<file path="config.mk">
export PLATFORM = sky130hd
export DESIGN_NAME = gapm_pin_mux
export DESIGN_NICKNAME = d
export VERILOG_FILES = /design/src/inc/gapm_pkg.sv /design/src/rtl/gapm_sync.sv /design/src/rtl/gapm_pin_mux.sv
export SDC_FILE = /design/constraint.sdc
export NUM_CORES = 1
export LEC_CHECK = 0
export BUFFER_PORTS_ARGS = -buffer_cell sky130_fd_sc_hd__buf_2
export CAP_MARGIN = 30
export CORE_MARGIN = 2
export CORE_UTILIZATION = 35
export CTS_CLUSTER_DIAMETER = 50
export DETAILED_ROUTE_END_ITERATION = 10
export SLEW_MARGIN = 30
export SYNTH_ARGS = -nofsm -noshare
export SYNTH_HDL_FRONTEND = slang
export SYNTH_SLANG_ARGS = --single-unit
</file>
<file path="constraint.sdc">
create_clock -name core_clk_i -period 1.32 [get_ports core_clk_i]
set_clock_uncertainty 0.05 [all_clocks]
set_input_delay 0.264 -clock core_clk_i [delete_from_list [all_inputs] [get_ports core_clk_i]]
set_output_delay 0.264 -clock core_clk_i [all_outputs]
set_load 0.01 [all_outputs]
</file>
<file path="src/inc/gapm_pkg.sv">
`default_nettype none
package gapm_pkg;
  // ----------------------------------------
  // Register map, word addresses
  // ----------------------------------------
  localparam logic [3:0] ADDR_FUNC_SEL = 4'h0;
  localparam logic [3:0] ADDR_GPIO_DIR = 4'h1;
  localparam logic [3:0] ADDR_GPIO_OUT = 4'h2;
  localparam logic [3:0] ADDR_PIN_IN = 4'h3;
  localparam logic [3:0] ADDR_STATUS = 4'h4;
  // ----------------------------------------
  // Pin indices of the shared pin vector
  // ----------------------------------------
  localparam int NUM_PINS = 12;
  localparam int PIN_GIO0 = 0;
  localparam int PIN_GIO1 = 1;
  localparam int PIN_GIO2 = 2;
  localparam int PIN_GIO3 = 3;
  localparam int PIN_GIO9 = 4;
  localparam int PIN_FAST2 = 5;
  localparam int PIN_FAST3 = 6;
  localparam int PIN_REG5 = 7;
  localparam int PIN_REG6 = 8;
  localparam int PIN_REG7 = 9;
  localparam int PIN_REG8 = 10;
  localparam int PIN_SPARE = 11;
  // ----------------------------------------
  // Function select fields
  // ----------------------------------------
  localparam int FSEL_SLAVE_AUDIO = 0;
  localparam int FSEL_MASTER_AUDIO = 1;
  localparam int FSEL_FAST_SPI = 2;
  localparam logic [2:0] FUNC_SEL_RST = 3'h0;
  localparam logic [11:0] GPIO_DIR_RST = 12'h000;
  localparam logic [11:0] GPIO_OUT_RST = 12'h000;
  localparam logic [11:0] FAST_PIN_MASK = 12'h060;
  // ----------------------------------------
  // Audio source bundle
  // ----------------------------------------
  typedef struct packed {
    logic slave_word_clock;
    logic slave_bit_clock;
    logic data_a;
    logic data_b;
    logic data_c;
    logic data_d;
    logic master_word_clock;
  } gapm_audio_t;
  typedef struct packed {
    logic [11:0] out;
    logic [11:0] oe;
  } gapm_pins_t;
endpackage
`default_nettype wire

</file>
<file path="src/rtl/gapm_sync.sv">
`timescale 1ns/1ps
`default_nettype none
module gapm_sync #(
  parameter int WIDTH = 12
) (
  input wire logic core_clk_i,
  input wire logic rst_n_i,
  input wire logic [WIDTH-1:0] async_i,
  output logic [WIDTH-1:0] sync_o
);
  logic [WIDTH-1:0] meta_r;
  logic [WIDTH-1:0] sync_r;
  // Pins are async to the core clock
  always_ff @(posedge core_clk_i or negedge rst_n_i) begin
    if (!rst_n_i) begin
      meta_r <= '0;
      sync_r <= '0;
    end else begin
      meta_r <= async_i;
      sync_r <= meta_r;
    end
  end
  assign sync_o = sync_r;
endmodule
`default_nettype wire

</file>
<file path="src/rtl/gapm_pin_mux.sv">
`timescale 1ns/1ps
`default_nettype none
module gapm_pin_mux (
  input wire logic core_clk_i,
  input wire logic rst_n_i,
  input wire logic [3:0] reg_addr_i,
  input wire logic [31:0] reg_wdata_i,
  input wire logic reg_wr_i,
  input wire logic reg_rd_i,
  output logic [31:0] reg_rdata_o,
  input wire logic dual_link_i,
  input wire gapm_pkg::gapm_audio_t audio_i,
  input wire logic [11:0] pin_in_i,
  output logic [11:0] pin_out_o,
  output logic [11:0] pin_oe_o
);
  // ----------------------------------------
  // Registers
  // ----------------------------------------
  logic [2:0] func_sel_r;
  logic [11:0] gpio_dir_r;
  logic [11:0] gpio_out_r;
  logic [31:0] rdata_r;
  logic [11:0] pin_in_sync;
  logic dual_link_sync;
  logic [11:0] pin_out_r;
  logic [11:0] pin_oe_r;

  gapm_sync #(.WIDTH(12)) u_pin_sync (
    .core_clk_i(core_clk_i),
    .rst_n_i(rst_n_i),
    .async_i(pin_in_i),
    .sync_o(pin_in_sync)
  );
  gapm_sync #(.WIDTH(1)) u_link_sync (
    .core_clk_i(core_clk_i),
    .rst_n_i(rst_n_i),
    .async_i(dual_link_i),
    .sync_o(dual_link_sync)
  );

  wire wr_func = reg_wr_i && (reg_addr_i == gapm_pkg::ADDR_FUNC_SEL);
  wire wr_dir = reg_wr_i && (reg_addr_i == gapm_pkg::ADDR_GPIO_DIR);
  wire wr_out = reg_wr_i && (reg_addr_i == gapm_pkg::ADDR_GPIO_OUT);

  always_ff @(posedge core_clk_i or negedge rst_n_i) begin
    if (!rst_n_i) begin
      func_sel_r <= gapm_pkg::FUNC_SEL_RST;
      gpio_dir_r <= gapm_pkg::GPIO_DIR_RST;
      gpio_out_r <= gapm_pkg::GPIO_OUT_RST;
    end else begin
      if (wr_func) begin
        func_sel_r <= reg_wdata_i[2:0];
      end
      if (wr_dir) begin
        gpio_dir_r <= reg_wdata_i[11:0];
      end
      if (wr_out) begin
        gpio_out_r <= reg_wdata_i[11:0];
      end
    end
  end

  // ----------------------------------------
  // Read decode
  // ----------------------------------------
  wire [31:0] status_word = {29'h0, dual_link_sync, 2'h0};
  wire [31:0] rd_mux =
    (reg_addr_i == gapm_pkg::ADDR_FUNC_SEL) ? {29'h0, func_sel_r} :
    (reg_addr_i == gapm_pkg::ADDR_GPIO_DIR) ? {20'h0, gpio_dir_r} :
    (reg_addr_i == gapm_pkg::ADDR_GPIO_OUT) ? {20'h0, gpio_out_r} :
    (reg_addr_i == gapm_pkg::ADDR_PIN_IN) ? {20'h0, pin_in_sync} :
    (reg_addr_i == gapm_pkg::ADDR_STATUS) ? status_word : 32'h0;

  always_ff @(posedge core_clk_i or negedge rst_n_i) begin
    if (!rst_n_i) begin
      rdata_r <= 32'h0;
    end else begin
      rdata_r <= reg_rd_i ? rd_mux : 32'h0;
    end
  end
  assign reg_rdata_o = rdata_r;

  // ----------------------------------------
  // Pin mux
  // ----------------------------------------
  wire slave_en = func_sel_r[gapm_pkg::FSEL_SLAVE_AUDIO];
  wire master_en = func_sel_r[gapm_pkg::FSEL_MASTER_AUDIO];
  // Fast pins gated by dual link
  wire [11:0] fast_ok = dual_link_sync ? 12'hfff : ~gapm_pkg::FAST_PIN_MASK;
  wire [11:0] gp_out = gpio_out_r & gpio_dir_r & fast_ok;
  wire [11:0] gp_oe = gpio_dir_r & fast_ok;

  logic [11:0] aud_sel;
  logic [11:0] aud_val;
  always_comb begin
    aud_sel = 12'h000;
    aud_val = 12'h000;
    if (slave_en) begin
      // Slave word clock on pin seven
      aud_sel[gapm_pkg::PIN_REG7] = 1'b1;
      aud_val[gapm_pkg::PIN_REG7] = audio_i.slave_word_clock;
      // Slave bit clock on pin eight
      aud_sel[gapm_pkg::PIN_REG8] = 1'b1;
      aud_val[gapm_pkg::PIN_REG8] = audio_i.slave_bit_clock;
      aud_sel[gapm_pkg::PIN_REG6] = 1'b1;
      aud_val[gapm_pkg::PIN_REG6] = audio_i.data_a;
      aud_sel[gapm_pkg::PIN_REG5] = 1'b1;
      aud_val[gapm_pkg::PIN_REG5] = audio_i.data_b;
      aud_sel[gapm_pkg::PIN_GIO2] = 1'b1;
      aud_val[gapm_pkg::PIN_GIO2] = audio_i.data_c;
      aud_sel[gapm_pkg::PIN_GIO3] = 1'b1;
      aud_val[gapm_pkg::PIN_GIO3] = audio_i.data_d;
    end
    if (master_en) begin
      // Master word clock on pin one
      aud_sel[gapm_pkg::PIN_GIO1] = 1'b1;
      aud_val[gapm_pkg::PIN_GIO1] = audio_i.master_word_clock;
    end
  end

  // Registered outputs; audio clocks lag one core cycle
  always_ff @(posedge core_clk_i or negedge rst_n_i) begin
    if (!rst_n_i) begin
      pin_out_r <= 12'h000;
      pin_oe_r <= 12'h000;
    end else begin
      pin_out_r <= (aud_sel & aud_val) | (~aud_sel & gp_out);
      pin_oe_r <= aud_sel | gp_oe;
    end
  end
  assign pin_out_o = pin_out_r;
  assign pin_oe_o = pin_oe_r;

  // ----------------------------------------
  // Assertions
  // ----------------------------------------
  a_fast_single_off: assert property (@(posedge core_clk_i) disable iff (!rst_n_i)
    !dual_link_sync && !slave_en |=> (pin_oe_o & gapm_pkg::FAST_PIN_MASK) == 12'h000)
    else $error("fast pin driven in single link");
  a_slave_wc_pin: assert property (@(posedge core_clk_i) disable iff (!rst_n_i)
    slave_en |=> pin_oe_o[gapm_pkg::PIN_REG7] && pin_out_o[gapm_pkg::PIN_REG7] ==
      $past(audio_i.slave_word_clock))
    else $error("slave word clock not on pin seven");
  a_slave_bclk_pin: assert property (@(posedge core_clk_i) disable iff (!rst_n_i)
    slave_en |=> pin_oe_o[gapm_pkg::PIN_REG8] && pin_out_o[gapm_pkg::PIN_REG8] ==
      $past(audio_i.slave_bit_clock))
    else $error("slave bit clock not on pin eight");
  a_slave_data_d: assert property (@(posedge core_clk_i) disable iff (!rst_n_i)
    slave_en |=> pin_out_o[gapm_pkg::PIN_GIO3] == $past(audio_i.data_d))
    else $error("data d not on pin three");
  a_master_wc_pin: assert property (@(posedge core_clk_i) disable iff (!rst_n_i)
    master_en |=> pin_oe_o[gapm_pkg::PIN_GIO1] && pin_out_o[gapm_pkg::PIN_GIO1] ==
      $past(audio_i.master_word_clock))
    else $error("master word clock not on pin one");
  a_gpio_low_idle: assert property (@(posedge core_clk_i) disable iff (!rst_n_i)
    gpio_out_r == 12'h000 && func_sel_r == 3'h0 |=> pin_out_o == 12'h000)
    else $error("gpio not low by default");
  a_audio_override: assert property (@(posedge core_clk_i) disable iff (!rst_n_i)
    slave_en && gpio_dir_r[gapm_pkg::PIN_REG6] == 1'b0 |=> pin_oe_o[gapm_pkg::PIN_REG6])
    else $error("gpio direction overrode audio");
  a_func_by_reg: assert property (@(posedge core_clk_i) disable iff (!rst_n_i)
    wr_func |=> func_sel_r == $past(reg_wdata_i[2:0]))
    else $error("function select not taken");
  a_reset_tristate: assert property (@(posedge core_clk_i)
    $rose(rst_n_i) |-> pin_oe_o == 12'h000)
    else $error("pins driven after reset");
  a_regonly_write: assert property (@(posedge core_clk_i) disable iff (!rst_n_i)
    !slave_en && gpio_dir_r[gapm_pkg::PIN_REG5] |=>
      pin_out_o[gapm_pkg::PIN_REG5] == $past(gpio_out_r[gapm_pkg::PIN_REG5]))
    else $error("register pin five not from register");
  a_slave_data_a: assert property (@(posedge core_clk_i) disable iff (!rst_n_i)
    slave_en |=> pin_oe_o[gapm_pkg::PIN_REG6] && pin_out_o[gapm_pkg::PIN_REG6] ==
      $past(audio_i.data_a))
    else $error("data a not on pin six");
  a_slave_data_b: assert property (@(posedge core_clk_i) disable iff (!rst_n_i)
    slave_en |=> pin_oe_o[gapm_pkg::PIN_REG5] && pin_out_o[gapm_pkg::PIN_REG5] ==
      $past(audio_i.data_b))
    else $error("data b not on pin five");
  a_slave_data_c: assert property (@(posedge core_clk_i) disable iff (!rst_n_i)
    slave_en |=> pin_oe_o[gapm_pkg::PIN_GIO2] && pin_out_o[gapm_pkg::PIN_GIO2] ==
      $past(audio_i.data_c))
    else $error("data c not on pin two");
  a_fast_dual_gpio: assert property (@(posedge core_clk_i) disable iff (!rst_n_i)
    dual_link_sync && gpio_dir_r[gapm_pkg::PIN_FAST2] |=> pin_oe_o[gapm_pkg::PIN_FAST2] &&
      pin_out_o[gapm_pkg::PIN_FAST2] == $past(gpio_out_r[gapm_pkg::PIN_FAST2]))
    else $error("fast pin two not usable in dual link");
  a_reset_low_out: assert property (@(posedge core_clk_i)
    $rose(rst_n_i) |-> pin_out_o == 12'h000)
    else $error("pins not low after reset");
  a_rdata_idle_zero: assert property (@(posedge core_clk_i) disable iff (!rst_n_i)
    !reg_rd_i |=> reg_rdata_o == 32'h0)
    else $error("read data outside read cycle");
  a_func_readback: assert property (@(posedge core_clk_i) disable iff (!rst_n_i)
    reg_rd_i && reg_addr_i == gapm_pkg::ADDR_FUNC_SEL |=>
      reg_rdata_o == {29'h0, $past(func_sel_r)})
    else $error("function select readback wrong");
  a_gio1_gpio_path: assert property (@(posedge core_clk_i) disable iff (!rst_n_i)
    !master_en |=> pin_out_o[gapm_pkg::PIN_GIO1] ==
      $past(gpio_out_r[gapm_pkg::PIN_GIO1] & gpio_dir_r[gapm_pkg::PIN_GIO1]))
    else $error("pin one not from gpio registers");
  a_gio0_undriven: assert property (@(posedge core_clk_i) disable iff (!rst_n_i)
    !gpio_dir_r[gapm_pkg::PIN_GIO0] |=> !pin_oe_o[gapm_pkg::PIN_GIO0] && !pin_out_o[gapm_pkg::PIN_GIO0])
    else $error("pin zero driven as input");
endmodule
`default_nettype wire

</file>
Yosys cells after proc, flatten, opt, wreduce, memory -nomap -nowiden
Cells that the tools add are included.
- register bits after elaboration: 89
- logic and storage cells: 39
- input port bits: 60
- output and inout port bits: 56
- multiplexer cells: 13
- bitwise logic cells: 8
- reductions and logical operators: 4
- equality and inequality tests: 4
- operator list (operator ; count):
    $mux 12 ; 5
    $and 12x12->12 ; 4
    $or 11x12->12 ; 2
    $not 11->12 ; 1
    $and 11x11->11 ; 1
    $eq 4x2->1 const B ; 2
    $mux 4 ; 2
    $mux 7 ; 1
    $eq 4x1->1 const B ; 1
    $eq 4x3->1 const B ; 1
    $logic_not 4->1 ; 1
    $mux 2 ; 2
    $logic_and 1x1->1 ; 3
    $mux 3 ; 1
    $mux 1 ; 2

Logic depth before layout (Yosys ltp)
- depth in word-level cells: 7
- gate-level depth with buffers: 5
- depth with buffers taken out: 3

Modules after synthesis
Synthesis repeated with hierarchy kept, for this count alone.
- cell total of the unflattened synthesis: 223
- area, all modules: 3309.4 um^2
- by module, submodules not included (module ; cells an instance ; instances ; area each (um^2) ; sequential area each (um^2)):
    gapm_pin_mux ; 197 ; 1 ; 2658.8 ; 1576.5
    gapm_sync (u_pin_sync) ; 24 ; 1 ; 600.6 ; 600.6
    gapm_sync (u_link_sync) ; 2 ; 1 ; 50.0 ; 50.0

Worst setup path after synthesis
Ideal clock, no wire load.
- path kind: input-to-reg
- from: input port reg_addr_i[1]
- to: register rdata_r[10], in the netlist reg_rdata_o[10]
- setup slack: -0.006 ns
- setup time: 0.139 ns
- path buffers: 1
- cell stages on the path: 4
- data required time: 1.131 ns
- arrival: 1.137 ns
- cell sequence: or4b_1 > buf_2 > o221ai_1 > nor2_1
- longest elaborated chain between the ends: 6
- elaborated cells between the ends (all ways): 9
- classes of those cells: eq/ne (3); mux (5); reduce/logical (1)
- ends and longest elaborated chain (item ; line ; RTL):
    start: declaration ; gapm_pin_mux.sv:6 ; input wire logic [3:0] reg_addr_i,
    $eq 4x2->1 ; gapm_pin_mux.sv:72 ; (reg_addr_i == gapm_pkg::ADDR_PIN_IN) ? {20'h0, pin_in_sync} :
    $mux 12 ; gapm_pin_mux.sv:72 ;
    $mux 12 ; gapm_pin_mux.sv:71 ; (reg_addr_i == gapm_pkg::ADDR_GPIO_OUT) ? {20'h0, gpio_out_r} :
    $mux 12 ; gapm_pin_mux.sv:70 ; (reg_addr_i == gapm_pkg::ADDR_GPIO_DIR) ? {20'h0, gpio_dir_r} :
    $mux 12 (*) ; gapm_pin_mux.sv:69 ; (reg_addr_i == gapm_pkg::ADDR_FUNC_SEL) ? {29'h0, func_sel_r} :
    $mux 12 (*) ; gapm_pin_mux.sv:79 ; rdata_r <= reg_rd_i ? rd_mux : 32'h0;
    end signal: assignment ; gapm_pin_mux.sv:79 ;
    end: declaration ; gapm_pin_mux.sv:23 ; logic [31:0] rdata_r;
Every way passes the cells marked *; elsewhere a longest branch is shown, timed or not.
A chain may end at the register's enable or synchronous reset.

Worst setup path in the final report
- from: register func_sel_r[1]
- to: register rdata_r[1], in the netlist reg_rdata_o[1]
- longest elaborated chain between the ends: 2
- ends and longest elaborated chain (item ; line ; RTL):
    start: declaration ; gapm_pin_mux.sv:20 ; logic [2:0] func_sel_r;
    start signal: assignment ; gapm_pin_mux.sv:48 ; func_sel_r <= gapm_pkg::FUNC_SEL_RST;
    start signal: assignment ; gapm_pin_mux.sv:53 ; func_sel_r <= reg_wdata_i[2:0];
    $mux 12 ; gapm_pin_mux.sv:69 ;
    $mux 12 ; gapm_pin_mux.sv:79 ;
Every way passes these cells.

==> flow_summary.json <==
{
  "status": "finished, final reports clean",
  "drtAntennaViolNets": 0,
  "utilization_pct": 46.5,
  "core_area_mm2": 0.00928,
  "peakVddDrop_mv": 0.722,
  "post_drt_wl_per_cell_um": 13.8,
  "p_per_area_mw_per_mm2": 1490,
  "die-width_um": 102,
  "fmax_mhz": 830,
  "cpPeakStageDelay_ns": 0.47,
  "dp_hpwl_um": 4700,
  "numPortBuffers": 75,
  "synth_cell_types": 28,
  "synth-seq-area-share_pct": 66.4,
  "ys.flop_type": "dfrtp_1",
  "grtUsageMet3_pct": 5.13,
  "fillers": 885,
  "clkTransAtPathRegs_ns": 0.08,
  "crit_slowest_cell": "mux4_2",
  "busiest_layer": "met2",
  "avgSynthCellArea_um2": 14.6,
  "cts.htree.levels": 3,
  "clock_path_buffers": 2,
  "r2r_start": "func_sel_r[1]$_DFFE_PN0P_",
  "async_flop_share_pct": 100,
  "power_frac_comb_pct": 16.6,
  "period_share_pct": 91.2,
  "hold_viol": 0,
  "grt.total_usage_pct": 13.7,
  "cp-start-kind": "flip-flop",
  "crit_path_end_kind": "flip-flop",
  "final_nets": 402,
  "p_leak_nw": 2.23,
  "rows": 35,
  "cp.depth": 2,
  "cts_sinks": 89,
  "synthToLayoutAreaGrowth_pct": 28.9,
  "cts_buffers": 9,
  "drt_iter0_drc": 41,
  "fin_crit_ns": 1.20,
  "regArea_mm2": 0.00223,
  "clk_latency_ns": 0.35,
  "gr-usage-met2_pct": 21.6,
  "cp_max_fo": 5,
  "yosys_warnings": 0,
  "setup-violations-final": 0,
  "vias": 2023,
  "dieArea_mm2": 0.0104,
  "hold_end": "pin_out_o[1]$_DFF_PN0_",
  "antenna_found_initial": 0,
  "r2r_slack_ns": 0.12,
  "syn-cell-area_mm2": 0.00335,
  "layout-drive-gt1-share_pct": 44.1,
  "required_ns": 1.52,
  "worst_ep_arrival_time_ns": 1.40,
  "timing.rr.end": "reg_rdata_o[1]$_DFF_PN0_",
  "cp_top_family": "multiplexers",
  "first_global_vias": 2027,
  "grt_max_degree": 39,
  "rsz0062_at_grt": "no",
  "grt-ovfl-total": 0,
  "crit_type": "reg2reg",
  "min_path_type": "in2reg",
  "swShare_pct": 24.7,
  "critPathBufInv": 0,
  "rr_worst_depth": 2,
  "antenna_cells": 0,
  "p_seq_share_pct": 52.0,
  "switchingPower_w": 0.00159,
  "place.gp.congestion": 0.779,
  "via_per_inst": 4.25,
  "drt_pre_antenna_iters": 4,
  "cts_tree": "built",
  "maxCapViolations": 0,
  "ys_ff_latch": 89,
  "die_y_um": 102,
  "hold_start": "audio_i[0]",
  "start_util_pct": 36.1,
  "drt_wl_total_um": 6580,
  "drc_errors": 0,
  "use_met1_pct": 17.6,
  "path_cells": "mux4_2 > and2_1",
  "setup_ws_ns": 0.116,
  "holdPathStages": 3,
  "synth_edf_count": 0,
  "p_int_w": 0.00485,
  "syn_inst": 229,
  "dpl_worst_slack_ns": -0.176,
  "grt_pass1_wl_um": 10400,
  "drv_slew": 0,
  "multi_input_area_um2": 995,
  "cts-root-buf": "clkbuf_8",
  "pin_count": 116,
  "power.share.clock_pct": 31.3
}
through the flow:
stage	TNS [ns]	power, W	std cells	hold slack (ns)	area, um^2
4_1_cts	0	0.00653	476	0.0465	4320
3_3_place_gp	-4.63	0.00442	446	0.0997	3960
2_1_floorplan	0	0.00403	248	-0.0816	3430
5_1_grt	0	0.00679	476	0.0582	4320
6_report	0	0.00644	476	0.0707	4320
3_5_place_dp	-5.58	0.00446	446	0.0974	3960
layer usage:
metal | part of all wire (%) | up-vias
met5 | 0 | -
met4 | 1.5 | 0
met3 | 6.9 | 10
met2 | 48 | 71
met1 | 44 | 976
li1 | - | 966
cell families (layout without fill, tap and decap cells):
kind of cell	Yosys count	count (layout)	synth area share, %
buffers and inverters	29	128	6.12
multiplexers	30	30	13.0
AND/OR/NAND/NOR	52	52	8.44
other	1	20	0.112
flip-flops	89	89	66.4
AO/OA/AOI/OAI	28	28	5.93
Yosys cell counts, types with 2 or more instances:
| master | number | area, um^2 |
|---|---|---|
| or2_2 | 7 | 43.8 |
| buf_4 | 20 | 150 |
| and3_1 | 2 | 12.5 |
| o221ai_1 | 9 | 78.8 |
| nor2_1 | 11 | 41.3 |
| clkbuf_1 | 2 | 7.51 |
| mux4_2 | 2 | 45.0 |
| mux2_4 | 20 | 300 |
| nand3b_2 | 2 | 22.5 |
| a21o_1 | 9 | 67.6 |
| nor3b_1 | 2 | 15.0 |
| buf_6 | 2 | 22.5 |
| mux2_2 | 7 | 78.8 |
| and2_1 | 7 | 43.8 |
| buf_2 | 5 | 25.0 |
| dfrtp_1 | 89 | 2230 |
| nand2_1 | 16 | 60.1 |
| o21ai_0 | 7 | 35.0 |
power groups by stage:
stage               clock network, W  registers, W  logic (W)
floorplan                          0       0.00345   0.000580
global placement                   0       0.00339    0.00103
detailed placement                 0       0.00341    0.00105
CTS                          0.00209       0.00335    0.00109
global route                 0.00219       0.00342    0.00118
finish                       0.00202       0.00335    0.00107
tightest hold or removal path, cell delays in order:
cell and delay (ns):
buf_2 0.07, nand2_1 0.04, o21ai_0 0.06
layout by cell type (no fill, tap or decap), drive strengths merged:
cell type    count
or4b             1
nor3b            3
buf             98
mux4             2
a21o             9
mux2i            1
clkinv           3
o21a             1
a21oi            1
nand2b           1
dlygate4sd3     14
bufinv           2
nand2           16
nor4             1
and2             7
nand3b           2
and3             2
mux2            27
o21ai            8
nor4b            1
clkbuf          11
or2              7
dfrtp           89
nor2            11
conb            20
o221ai           9
sequential cells by signal, indices dropped and copies added (netlist names):
register            count
gpio_dir_r             12
u_pin_sync.meta_r      12
gpio_out_r             12
u_pin_sync.sync_o      12
pin_out_o              12
u_link_sync.meta_r      1
func_sel_r              3
u_link_sync.sync_o      1
reg_rdata_o            12
pin_oe_o               12
area by class of cell:
| class | instances | share of cell area (%) |
|---|---|---|
| clock buffer | 11 | 3.27 |
| clock inverter | 5 | 1.83 |
| multi-input combinational | 130 | 23.0 |
| sequential | 89 | 51.6 |
| tap | 129 | 3.74 |
| timing repair buffer | 112 | 16.6 |
worst max-delay path by stage:
stage | from | end | slack, ns
2_1_floorplan | reg_addr_i[1] | reg_rdata_o[10]$_DFF_PN0_ | 0.004
3_3_place_gp | reg_addr_i[3] | gpio_dir_r[3]$_DFFE_PN0P_ | -0.14
3_5_place_dp | reg_addr_i[3] | gpio_out_r[10]$_DFFE_PN0P_ | -0.18
4_1_cts | reg_rdata_o[11]$_DFF_PN0_ | reg_rdata_o[11] | 0.09
5_1_grt | reg_rdata_o[5]$_DFF_PN0_ | reg_rdata_o[5] | 0.07
6_report | func_sel_r[1]$_DFFE_PN0P_ | reg_rdata_o[1]$_DFF_PN0_ | 0.12
timing repair:
item | 4_1_cts | 5_1_grt
setup buffers | 0 | 0
gates resized for setup | 0 | 0
hold buffers | 14 | 0
endpoints found under the setup margin | 0 | 0
hold endpoints to repair | 79 | 0
No activity file was read; power rests on OpenSTA's default activity.
